File: src/hw/master_spi_mode_pkg.sv
/*
  register map, field positions, reset values and states of the
  master-only spi serial port.
  assumes a 32-bit apb bus with one aligned word per register.
*/
package master_spi_mode_pkg;
  // register byte addresses
  localparam logic [7:0] MASTER_SPI_MODE_OFF_CSR_A = 8'h00;
  localparam logic [7:0] MASTER_SPI_MODE_OFF_CSR_B = 8'h04;
  localparam logic [7:0] MASTER_SPI_MODE_OFF_CSR_C = 8'h08;
  localparam logic [7:0] MASTER_SPI_MODE_OFF_DATA = 8'h0c;
  localparam logic [7:0] MASTER_SPI_MODE_OFF_BAUD = 8'h10;
  // status a fields
  localparam int MASTER_SPI_MODE_A_RXC = 7;
  localparam int MASTER_SPI_MODE_A_TXC = 6;
  localparam int MASTER_SPI_MODE_A_UDRE = 5;
  // control b fields
  localparam int MASTER_SPI_MODE_B_RXCIE = 7;
  localparam int MASTER_SPI_MODE_B_TXCIE = 6;
  localparam int MASTER_SPI_MODE_B_TX_EMPTY_IRQ_EN = 5;
  localparam int MASTER_SPI_MODE_B_RXEN = 4;
  localparam int MASTER_SPI_MODE_B_TXEN = 3;
  // control c fields
  localparam int MASTER_SPI_MODE_C_MODE_HI = 7;
  localparam int MASTER_SPI_MODE_C_MODE_LO = 6;
  localparam int MASTER_SPI_MODE_C_ORDER = 2;
  localparam int MASTER_SPI_MODE_C_CPHA = 1;
  localparam int MASTER_SPI_MODE_C_CPOL = 0;
  localparam logic [7:0] MASTER_SPI_MODE_C_RESET = 8'h06;
  localparam logic [7:0] MASTER_SPI_MODE_C_WMASK = 8'hc7;
  localparam logic [7:0] MASTER_SPI_MODE_B_WMASK = 8'hf8;
  // operating modes
  localparam logic [1:0] MASTER_SPI_MODE_MODE_ASYNC = 2'h0;
  localparam logic [1:0] MASTER_SPI_MODE_MODE_SYNC = 2'h1;
  localparam logic [1:0] MASTER_SPI_MODE_MODE_RSVD = 2'h2;
  localparam logic [1:0] MASTER_SPI_MODE_MODE_SPI = 2'h3;
  // frame and buffer shape
  localparam int MASTER_SPI_MODE_BAUD_W = 12;
  localparam logic [3:0] MASTER_SPI_MODE_LAST_EDGE = 4'hf;
  localparam logic [1:0] MASTER_SPI_MODE_RX_DEPTH = 2'h2;
  typedef enum logic [0:0] {
    MASTER_SPI_MODE_IDLE = 1'b0,
    MASTER_SPI_MODE_SHIFT = 1'b1
  } master_spi_mode_state_e;
endpackage

File: src/hw/master_spi_mode_core.sv
/*
  master-only spi mode of a serial port: apb registers, double buffered
  transmitter, two-level receive buffer, clock divider and shifter.
  assumes sys_clk at 125 MHz, an apb master, and a cpu that supplies the
  global interrupt enable and acknowledges the transmit complete interrupt.
*/
// Register access over APB and the register offsets were left to the implementer.
`timescale 1ns/1ps
`default_nettype none

// What this block does
// (RULE_01) frame error, overrun and parity flags unused, always read zero.
// (RULE_02) receive complete flag high while receive buffer holds unread data.
// (RULE_03) transmit complete sets when shifter empties and no byte waits.
// (RULE_04) transmit complete clears on interrupt taken or written one.
// (RULE_05) buffer empty flag high when transmit buffer free; set after reset.
// (RULE_06) software writes zero to reserved low five bits of status a.
// (RULE_07) receive interrupt needs its enable, global enable and flag.
// (RULE_08) transmit complete interrupt needs its enable, global enable and flag.
// (RULE_09) buffer empty interrupt needs its enable, global enable and flag.
// (RULE_10) receiver enable owns input pin; disabling flushes receive buffer.
// (RULE_11) software enables transmitter for reception; it makes the clock.
// (RULE_12) transmitter drives output pin; disable waits until all data sent.
// (RULE_13) software writes zero to reserved low three bits of control b.
// (RULE_14) two-bit mode field: async, sync, reserved, master spi.
// (RULE_15) order, phase, polarity taken in same write selecting spi mode.
// (RULE_16) middle three bits of control c read zero, written zero.
// (RULE_17) order bit set shifts least significant bit first, else most.
// (RULE_18) phase bit chooses sampling on leading or trailing clock edge.
// (RULE_19) polarity bit sets serial clock idle level, with phase sets timing.
// (RULE_20) transmitter double buffered; receiver has one extra buffer level.
// (RULE_21) master only: no slave select, collision flag or double speed.
// (RULE_22) data shifted out and sampled on opposite clock edges.
// (RULE_23) a data register write starts a transfer when shifter frees.
// (RULE_24) frames are eight bits; back to back or line idles high.
// (RULE_25) on receive overflow the newest byte is dropped.
// (RULE_26) serial clock divided from system clock; rests at polarity level.
module master_spi_mode_core
  import master_spi_mode_pkg::*;
#(
  parameter int BAUD_W = MASTER_SPI_MODE_BAUD_W
) (
  // clock and reset
  input wire logic sys_clk,
  input wire logic reset_n,
  // apb slave
  input wire logic psel,
  input wire logic penable,
  input wire logic pwrite,
  input wire logic [7:0] paddr,
  input wire logic [31:0] pwdata,
  output logic [31:0] prdata,
  output logic pready,
  output logic pslverr,
  // cpu side
  input wire logic global_irq_en,
  input wire logic tx_irq_taken,
  output logic rx_irq_req,
  output logic tx_irq_req,
  output logic empty_irq_req,
  // serial pins
  output logic serial_clock_pin,
  output logic serial_out_pin,
  output logic serial_out_oe_n,
  input wire logic serial_in_pin,
  output logic serial_in_owned
);
  // reset release through two flops
  logic rst_a_r, rst_n;
  always_ff @(posedge sys_clk or negedge reset_n) begin
    if (!reset_n) begin
      rst_a_r <= 1'b0;
      rst_n <= 1'b0;
    end else begin
      rst_a_r <= 1'b1;
      rst_n <= rst_a_r;
    end
  end

  // register state
  logic [7:0] ctrl_b_r, ctrl_c_r;
  logic [BAUD_W-1:0] baud_r;
  logic txc_r, txen_eff_r;
  logic [7:0] txbuf_r;
  logic txbuf_full_r;
  logic [7:0] rxbuf_r [2];
  logic [1:0] rx_cnt_r;
  logic [31:0] prdata_r;

  // bus decode
  wire setup_ph = psel & ~penable;
  wire wr_acc = psel & penable & pwrite;
  wire rd_acc = psel & penable & ~pwrite;
  wire hit_a = paddr == MASTER_SPI_MODE_OFF_CSR_A;
  wire hit_b = paddr == MASTER_SPI_MODE_OFF_CSR_B;
  wire hit_c = paddr == MASTER_SPI_MODE_OFF_CSR_C;
  wire hit_d = paddr == MASTER_SPI_MODE_OFF_DATA;
  wire hit_u = paddr == MASTER_SPI_MODE_OFF_BAUD;
  wire mapped = hit_a | hit_b | hit_c | hit_d | hit_u;
  wire wr_a = wr_acc & hit_a;
  wire wr_b = wr_acc & hit_b;
  wire wr_c = wr_acc & hit_c;
  wire wr_d = wr_acc & hit_d;
  wire wr_u = wr_acc & hit_u;
  wire rd_d = rd_acc & hit_d;

  // control fields
  wire rxcie = ctrl_b_r[MASTER_SPI_MODE_B_RXCIE];
  wire txcie = ctrl_b_r[MASTER_SPI_MODE_B_TXCIE];
  wire tx_empty_irq_en = ctrl_b_r[MASTER_SPI_MODE_B_TX_EMPTY_IRQ_EN];
  wire rxen = ctrl_b_r[MASTER_SPI_MODE_B_RXEN];
  // (RULE_14) mode field decode
  wire [1:0] mode = ctrl_c_r[MASTER_SPI_MODE_C_MODE_HI:MASTER_SPI_MODE_C_MODE_LO];
  wire spi_mode = mode == MASTER_SPI_MODE_MODE_SPI;
  wire lsb_first = ctrl_c_r[MASTER_SPI_MODE_C_ORDER];
  wire cpha = ctrl_c_r[MASTER_SPI_MODE_C_CPHA];
  wire cpol = ctrl_c_r[MASTER_SPI_MODE_C_CPOL];

  // flags
  // (RULE_02) flag follows buffer fill
  wire rxc = rx_cnt_r != 2'h0;
  // (RULE_05) empty whenever buffer free
  wire udre = ~txbuf_full_r;

  // (RULE_01) error bits and reserved bits read zero
  wire [7:0] csr_a = {rxc, txc_r, udre, 5'h00};
  // (RULE_16) middle bits of c read zero
  wire [7:0] csr_c = ctrl_c_r & MASTER_SPI_MODE_C_WMASK;
  logic [31:0] rd_mux;
  always_comb begin
    rd_mux = 32'h0000_0000;
    if (hit_a) rd_mux = {24'h00_0000, csr_a};
    if (hit_b) rd_mux = {24'h00_0000, ctrl_b_r};
    if (hit_c) rd_mux = {24'h00_0000, csr_c};
    if (hit_d) rd_mux = {24'h00_0000, rxbuf_r[0]};
    if (hit_u) rd_mux = {{(32 - BAUD_W){1'b0}}, baud_r};
  end

  // read data captured in setup, answered in access with no wait
  always_ff @(posedge sys_clk or negedge rst_n) begin
    if (!rst_n) prdata_r <= 32'h0000_0000;
    else if (setup_ph) prdata_r <= rd_mux;
  end
  assign prdata = prdata_r;
  assign pready = psel & penable;
  assign pslverr = psel & penable & ~mapped;

  // (RULE_15) one write takes mode, order, phase, polarity together
  always_ff @(posedge sys_clk or negedge rst_n) begin
    if (!rst_n) begin
      ctrl_b_r <= 8'h00;
      ctrl_c_r <= MASTER_SPI_MODE_C_RESET;
      baud_r <= '0;
    end else begin
      if (wr_b) ctrl_b_r <= pwdata[7:0] & MASTER_SPI_MODE_B_WMASK;
      if (wr_c) ctrl_c_r <= pwdata[7:0] & MASTER_SPI_MODE_C_WMASK;
      if (wr_u) baud_r <= pwdata[BAUD_W-1:0];
    end
  end

  // input synchroniser, change accepted when stages two and three agree
  logic sin1_r, sin2_r, sin3_r, din_r;
  always_ff @(posedge sys_clk or negedge rst_n) begin
    if (!rst_n) begin
      sin1_r <= 1'b1;
      sin2_r <= 1'b1;
      sin3_r <= 1'b1;
      din_r <= 1'b1;
    end else begin
      sin1_r <= serial_in_pin;
      sin2_r <= sin1_r;
      sin3_r <= sin2_r;
      if (sin2_r == sin3_r) din_r <= sin3_r;
    end
  end

  // shifter state
  master_spi_mode_state_e state_r;
  logic [BAUD_W-1:0] div_r;
  logic [3:0] edge_r;
  logic sck_r;
  logic [7:0] tx_sh_r, rx_sh_r;

  wire busy = state_r == MASTER_SPI_MODE_SHIFT;
  // (RULE_26) half period is baud plus one system clocks
  wire half_tick = busy & (div_r == baud_r);
  wire last_edge = half_tick & (edge_r == MASTER_SPI_MODE_LAST_EDGE);
  // (RULE_22) sample on one edge kind, shift on the other
  // (RULE_18) phase picks leading or trailing sample edge
  wire sample_ev = half_tick & (edge_r[0] == cpha);
  wire shift_ev = half_tick & (edge_r[0] != cpha) & (edge_r != 4'h0) & ~last_edge;
  // (RULE_11) only the transmitter starts frames, and it makes the clock
  // (RULE_23) buffered byte moves to shifter when it frees
  wire can_load = spi_mode & txen_eff_r & txbuf_full_r;
  wire load_idle = ~busy & can_load;
  wire load_next = last_edge & can_load;
  wire load = load_idle | load_next;
  wire frame_end = last_edge;
  wire [7:0] rx_next = lsb_first ? {din_r, rx_sh_r[7:1]} : {rx_sh_r[6:0], din_r};
  // phase 0 takes its eighth bit a half period before the last edge
  wire [7:0] rx_byte = cpha ? rx_next : rx_sh_r;

  always_ff @(posedge sys_clk or negedge rst_n) begin
    if (!rst_n) begin
      state_r <= MASTER_SPI_MODE_IDLE;
      div_r <= '0;
      edge_r <= 4'h0;
      sck_r <= 1'b0;
      tx_sh_r <= 8'hff;
      rx_sh_r <= 8'h00;
    end else begin
      unique case (state_r)
        MASTER_SPI_MODE_IDLE: begin
          // (RULE_26) clock rests at polarity level
          sck_r <= cpol;
          div_r <= '0;
          edge_r <= 4'h0;
          // line idles high one clock after the last edge, keeping hold time
          if (load_idle) begin
            tx_sh_r <= txbuf_r;
            state_r <= MASTER_SPI_MODE_SHIFT;
          end else tx_sh_r <= 8'hff;
        end
        MASTER_SPI_MODE_SHIFT: begin
          div_r <= half_tick ? '0 : div_r + 1'b1;
          if (half_tick) begin
            sck_r <= ~sck_r;
            edge_r <= edge_r + 4'h1;
          end
          if (sample_ev) rx_sh_r <= rx_next;
          // (RULE_17) order bit picks shift direction
          if (shift_ev) tx_sh_r <= lsb_first ? {1'b1, tx_sh_r[7:1]} : {tx_sh_r[6:0], 1'b1};
          // (RULE_24) eight bits per frame, next frame may follow at once
          if (load_next) tx_sh_r <= txbuf_r;
          else if (last_edge) state_r <= MASTER_SPI_MODE_IDLE;
        end
      endcase
    end
  end

  // (RULE_20) transmit buffer beside the shifter
  always_ff @(posedge sys_clk or negedge rst_n) begin
    if (!rst_n) begin
      txbuf_r <= 8'h00;
      txbuf_full_r <= 1'b0;
    end else begin
      if (wr_d) begin
        txbuf_r <= pwdata[7:0];
        txbuf_full_r <= 1'b1;
      end else if (load) txbuf_full_r <= 1'b0;
    end
  end

  // (RULE_03) set on empty shifter with no waiting byte
  // (RULE_04) clear on interrupt taken or written one, set wins
  wire txc_set = frame_end & ~load_next;
  wire txc_clr = tx_irq_taken | (wr_a & pwdata[MASTER_SPI_MODE_A_TXC]);
  // (RULE_12) disable takes hold only once all data has gone
  wire tx_drained = ~busy & ~txbuf_full_r;
  always_ff @(posedge sys_clk or negedge rst_n) begin
    if (!rst_n) begin
      txc_r <= 1'b0;
      txen_eff_r <= 1'b0;
    end else begin
      if (txc_set) txc_r <= 1'b1;
      else if (txc_clr) txc_r <= 1'b0;
      if (ctrl_b_r[MASTER_SPI_MODE_B_TXEN]) txen_eff_r <= 1'b1;
      else if (tx_drained) txen_eff_r <= 1'b0;
    end
  end

  // receive buffer, entry 0 is the oldest
  wire rx_push = frame_end & rxen;
  wire rx_pop = rd_d & rxc;
  logic [1:0] rx_cnt_nxt;
  always_comb begin
    rx_cnt_nxt = rx_cnt_r;
    if (rx_pop) rx_cnt_nxt = rx_cnt_nxt - 2'h1;
    // (RULE_25) full buffer drops the newest byte
    if (rx_push && rx_cnt_nxt != MASTER_SPI_MODE_RX_DEPTH) rx_cnt_nxt = rx_cnt_nxt + 2'h1;
    // (RULE_10) disable flushes unread data
    if (!rxen) rx_cnt_nxt = 2'h0;
  end
  wire [1:0] push_slot = rx_pop ? rx_cnt_r - 2'h1 : rx_cnt_r;
  always_ff @(posedge sys_clk or negedge rst_n) begin
    if (!rst_n) begin
      rx_cnt_r <= 2'h0;
      rxbuf_r[0] <= 8'h00;
      rxbuf_r[1] <= 8'h00;
    end else begin
      rx_cnt_r <= rx_cnt_nxt;
      if (rx_pop) rxbuf_r[0] <= rxbuf_r[1];
      if (rx_push && push_slot != MASTER_SPI_MODE_RX_DEPTH) rxbuf_r[push_slot[0]] <= rx_byte;
    end
  end

  // (RULE_07) receive interrupt gating
  assign rx_irq_req = rxcie & global_irq_en & rxc;
  // (RULE_08) transmit complete gating
  assign tx_irq_req = txcie & global_irq_en & txc_r;
  // (RULE_09) buffer empty gating
  assign empty_irq_req = tx_empty_irq_en & global_irq_en & udre;

  // (RULE_12) pin driven while transmitter active, idles high
  // (RULE_21) no slave select pin: master only
  assign serial_out_pin = lsb_first ? tx_sh_r[0] : tx_sh_r[7];
  assign serial_out_oe_n = ~txen_eff_r;
  assign serial_clock_pin = sck_r;
  // (RULE_10) receiver owns the input pin
  assign serial_in_owned = rxen;
endmodule

`default_nettype wire

File: config.mk
export PLATFORM = sky130hd
export DESIGN_NAME = master_spi_mode_core
export DESIGN_NICKNAME = d
export VERILOG_FILES = /design/src/hw/master_spi_mode_pkg.sv /design/src/hw/master_spi_mode_core.sv
export SDC_FILE = /design/constraint.sdc
export NUM_CORES = 1
export LEC_CHECK = 0
export BUFFER_PORTS_ARGS = -buffer_cell sky130_fd_sc_hd__buf_2
export CAP_MARGIN = 20
export CORE_UTILIZATION = 50
export DETAILED_ROUTE_END_ITERATION = 16
export PLACE_DENSITY = 0.72
export SYNTH_ARGS = -nofsm -noshare
export SYNTH_HDL_FRONTEND = slang
export SYNTH_SLANG_ARGS = --single-unit
File: constraint.sdc
create_clock -name sys_clk -period 3.4 [get_ports sys_clk]
set_input_delay 0.34 -clock sys_clk [delete_from_list [all_inputs] [get_ports sys_clk]]
set_output_delay 0.34 -clock sys_clk [all_outputs]
set_load 0.05 [all_outputs]
==> results <==
- For the pin with the worst max-slew slack, the measured transition is 0.7594 ns.
- The start-to-end type of the worst setup path is reg2reg.
- Dividing the detail-routed via count by the number of cells gives 5.520.
- The first-pass GRT wire length is 19,180 um.
- The half-perimeter wire length after placement is 8567 um.
- After synthesis the netlist holds a flip-flop and latch count of 103.
- The worst-case IR drop observed on VDD is 191.5 uV.
- In the final design database the tool counted 598 nets.
- The analysis attributes to cell leakage a power of 2.639 nW.
- After detailed placement, the total cell area comes to 5685 um2.
- The number of top-level pins is 89.
- The summed instance area of the synthesized netlist is 5346 um2.
- The run finished with clean final reports.
- The clock tree root driver cell is clkbuf_8.
- The arrival time of the worst setup path is 2.96 ns.
- After detailed routing, the number of remaining DRC violations is 0.
- The weighted congestion at the end of routability-driven global placement is 0.8274.
- Setup repair after global routing left no endpoint under its margin.
- The required time at the worst-slack endpoint is 3.68 ns.
- The routed via count is 3,781.
- In this run the worst path has a maximum fanout of 8.
- The latest clock arrival within the worst-skew pair is 0.37 ns.
- Buffers added to address setup during post-CTS repair amount to 0.
- The initialized floorplan defines 37 standard-cell rows.
- The number of optimization iterations in the first detailed-route pass is 4.
- The core area is 10,320 um2.
- The proportion of register bits with asynchronous set or reset after synthesis is 100.0%.
- The type of destination of the critical path is a flop.
- The worst slew margin relative to its limit is 48.91%.
- The maximum level of the CTS H-tree is 3.
- The initial antenna violation count was 0.
- The clock net sink count is 103.
- In this run the mean area of a mapped cell was 10.87 um2.
- Of all cell types, the one taking the most synthesized area is dfrtp_1.
- In this run, synthesis inferred 0 flip-flops with an integrated enable.
- For this run, the leading register cell type out of synthesis is dfrtp_1.
- The synthesized netlist cell count is 492.
- The worst slack on hold paths is 0.05621 ns.
- The number of hold buffers added after CTS was 1.
- The worst setup slack after layout is 0.7287 ns.
- Max-cap violations in this run came to 0.
- In this run, post-CTS repair resized a total of 0 instances.
- The number of buffers on the longest clock path is 2.
- After clock tree synthesis, the clock-pin slew on the worst setup and hold paths is 0.10 ns.
- After synthesis, the largest area contributor takes up 41.66% of total cell area.
- The post-synthesis cell type count is 56.
- The count of buffers added on input and output ports is 48.
- The final number of setup-violating endpoints is 0.
- The number of global-route vias before repair is 3,675.
- For this run, the number of Yosys warnings is 0.
- In the final layout, the share of cells above drive strength 1 is 25.14%.
- The top achievable clock speed is 374.4 MHz.
- The sum of negative setup slack is 0 ns.
- Sorting the synthesized cells by area gives the leading types as dfrtp_1 (42%), mux2i_1 (8.8%), mux2_2 (7.6%).
- After layout, the minimum clock period comes to 2.671 ns.
- The power density over the cells is 409.5 nW/um2.
- Between clock sinks in the finished design, the worst skew comes to 0.01403 ns.
- The launching element type of the critical path is a flop.
- The area of all placed cells without fillers is 5926 um2.
- The count of nets left with antenna violations once routing finished came out at 0.
- The number of endpoints with negative hold slack in the final report is 0.
- The post-synthesis sequential area ratio is 48.54%.
- The TritonCTS clock tree is done.
- The effective utilization at floorplan is 51.79%.
- The count of inserted antenna diode cells is 0.
- The wire length after detailed routing is 11,440 um.
- Global routing finished with a remaining overflow of 0.
- The largest net degree at the start of global routing is 38.
- The number of DRC markers after the initial detailed-route iteration is 230.
- After detailed routing, the average wire length per cell comes to 16.69 um.
- From left edge to right edge, the die measures 105.4 um.
- Global routing used 22.17% of the available tracks across all layers.
- The count of pins over their slew limit is 0.
- The floorplan step defined a die boundary enclosing 11,110 um2.
- At the placement stage, the worst setup path has a slack of 0.3903 ns.
- The vertical extent of the die is 105.4 um.
- The relative area change from synthesis to final layout is 10.84%.
- The ratio of final minimum period to clock period is 78.57%.
- The path class of the lowest-slack min-delay path is in2reg.
- TritonCTS created 9 clock buffers.
==> cells in the final DEF (no fill, tap or decap), types with 2 or more instances in the layout <==
cell        n
a221oi_1    3
dfrtp_1    88
conb_1     21
o311ai_0    6
buf_2      48
o21ai_0    20
xnor2_1    23
nand4_1     6
bufinv_16   2
mux2_2     36
o31ai_1     4
and3_1     13
a21boi_0    2
inv_1      17
mux2i_1    47
a2bb2oi_1   2
o2bb2ai_1   6
a21oi_1    11
xor2_1      4
nand3_1     6
nand2_1    43
nor2_1     38
and2_1      4
o21a_1      3
dfstp_2    14
nor2b_1     4
nand2b_1    9
o211ai_1    3
nor4_1      4
clkbuf_8   10
a31oi_1     2
buf_4      13
nor3_1      4
ha_1        6
==> state kept, by name (all words and copies together) (netlist names), named ones only <==
signal / count
tx_sh_r: 8
rxbuf_r: 8
ctrl_c_r: 5
sin2_r: 1
rst_n: 1
edge_r: 4
rx_cnt_r: 2
din_r: 1
rx_sh_r: 8
sin1_r: 1
prdata: 12
baud_r: 12
ctrl_b_r: 5
busy: 1
sin3_r: 1
txc_r: 1
txen_eff_r: 1
serial_clock_pin: 1
rst_a_r: 1
txbuf_r: 8
div_r: 12
txbuf_full_r: 1
==> critical path: stages (launching register included) <==
cell and delay (ns):
dfrtp_1 0.38, inv_1 0.10, ha_1 0.23, nor2_1 0.06, and3_1 0.22, a21oi_1 0.19, nand2b_1 0.15, inv_1 0.05
ha_1 0.19, nor3_1 0.27, and2_1 0.20, ha_1 0.16, buf_4 0.20, mux2i_1 0.21
==> Yosys cell counts, types with 3 or more instances <==
| cell type | number |
|---|---|
| nor4_1 | 4 |
| o31ai_1 | 4 |
| o311ai_0 | 6 |
| dfrtp_1 | 89 |
| a21oi_1 | 11 |
| xor2_1 | 4 |
| mux2_2 | 36 |
| nor2b_1 | 4 |
| nand2_1 | 43 |
| buf_4 | 22 |
| mux2i_1 | 47 |
| inv_1 | 17 |
| ha_1 | 6 |
| nand2b_1 | 9 |
| nand4_1 | 6 |
| nor3_1 | 4 |
| o2bb2ai_1 | 6 |
| nand3_1 | 6 |
| xnor2_1 | 23 |
| buf_1 | 4 |
| o211ai_1 | 3 |
| and3_1 | 13 |
| o21ai_0 | 20 |
| nor2_1 | 38 |
| a221oi_1 | 3 |
| o21a_1 | 3 |
| clkbuf_1 | 12 |
| and2_1 | 4 |
| dfstp_2 | 14 |
==> worst paths after layout <==
check / endpoint / slack [ns] / from / cells past startpoint
setup / recovery: flop / 0.73 / rx_cnt_r[0]$_DFF_PN0_ / 13
hold / removal: sin1_r$_DFF_PN1_ / 0.06 / serial_in_pin / 1
setup reg to reg: flop / 0.73 / rx_cnt_r[0]$_DFF_PN0_ / 13
hold reg to reg: edge_r[3]$_DFFE_PN0P_ / 0.26 / rst_n$_DFF_PN0_ / 0
max in group asynchronous: sin3_r$_DFF_PN1_ / 2.29 / rst_n$_DFF_PN0_ / 1
min in group asynchronous: rst_n$_DFF_PN0_ / 0.26 / reset_n / 2
==> logic make-up after synthesis <==
kind of cell               Yosys count  synth area share, %
DFF                                103                48.54
muxes                               84                16.80
other                                2               0.1405
and+or+nand+nor                    144                13.99
AOI/OAI and AO/OA                   68                8.636
buffers and inverters               57                5.874
adders and majority gates            7                1.591
xor gates and xnor gates            27                4.423
==> metal layers <==
metal  part of all wire (%)  global-route usage, %  vias to the layer above  routed length [um]
met5                      0                      0                        -                   0
met3                    3.8                  3.401                       21                 437
li1                       -                      -                     1790                   -
met1                     48                  31.88                     1875                5443
met4                    2.3                  8.048                        0                 260
met2                     46                  33.98                       95                5293
==> area by class of cell <==
cell class / instances / area, um2
clock inverter: 5 / 88.84
inverter: 17 / 63.81
multi-input combinational: 351 / 2515
sequential: 103 / 2599
tap: 136 / 170.2
clock buffer: 11 / 141.4
fill: 860 / 4398
timing repair buffer: 62 / 347.8
==> through the flow <==
step / std cells / power (W) / util [%]
after floorplan: 511 / 0.001509 / -
after global placement: 668 / 0.001565 / 55.07
after global routing: 685 / 0.002523 / 57.40
after CTS: 685 / 0.002442 / 57.40
final: 685 / 0.002426 / 57.40
after detailed placement: 668 / 0.001573 / 55.07
==> power breakdown <==
group / internal [W] / switching (W)
logic: 0.0000646 / 0.000186
registers: 0.00126 / 0.0000380
clock network: 0.000445 / 0.000432
total: 0.00177 / 0.000656
Power figures use the tool's default switching activity.
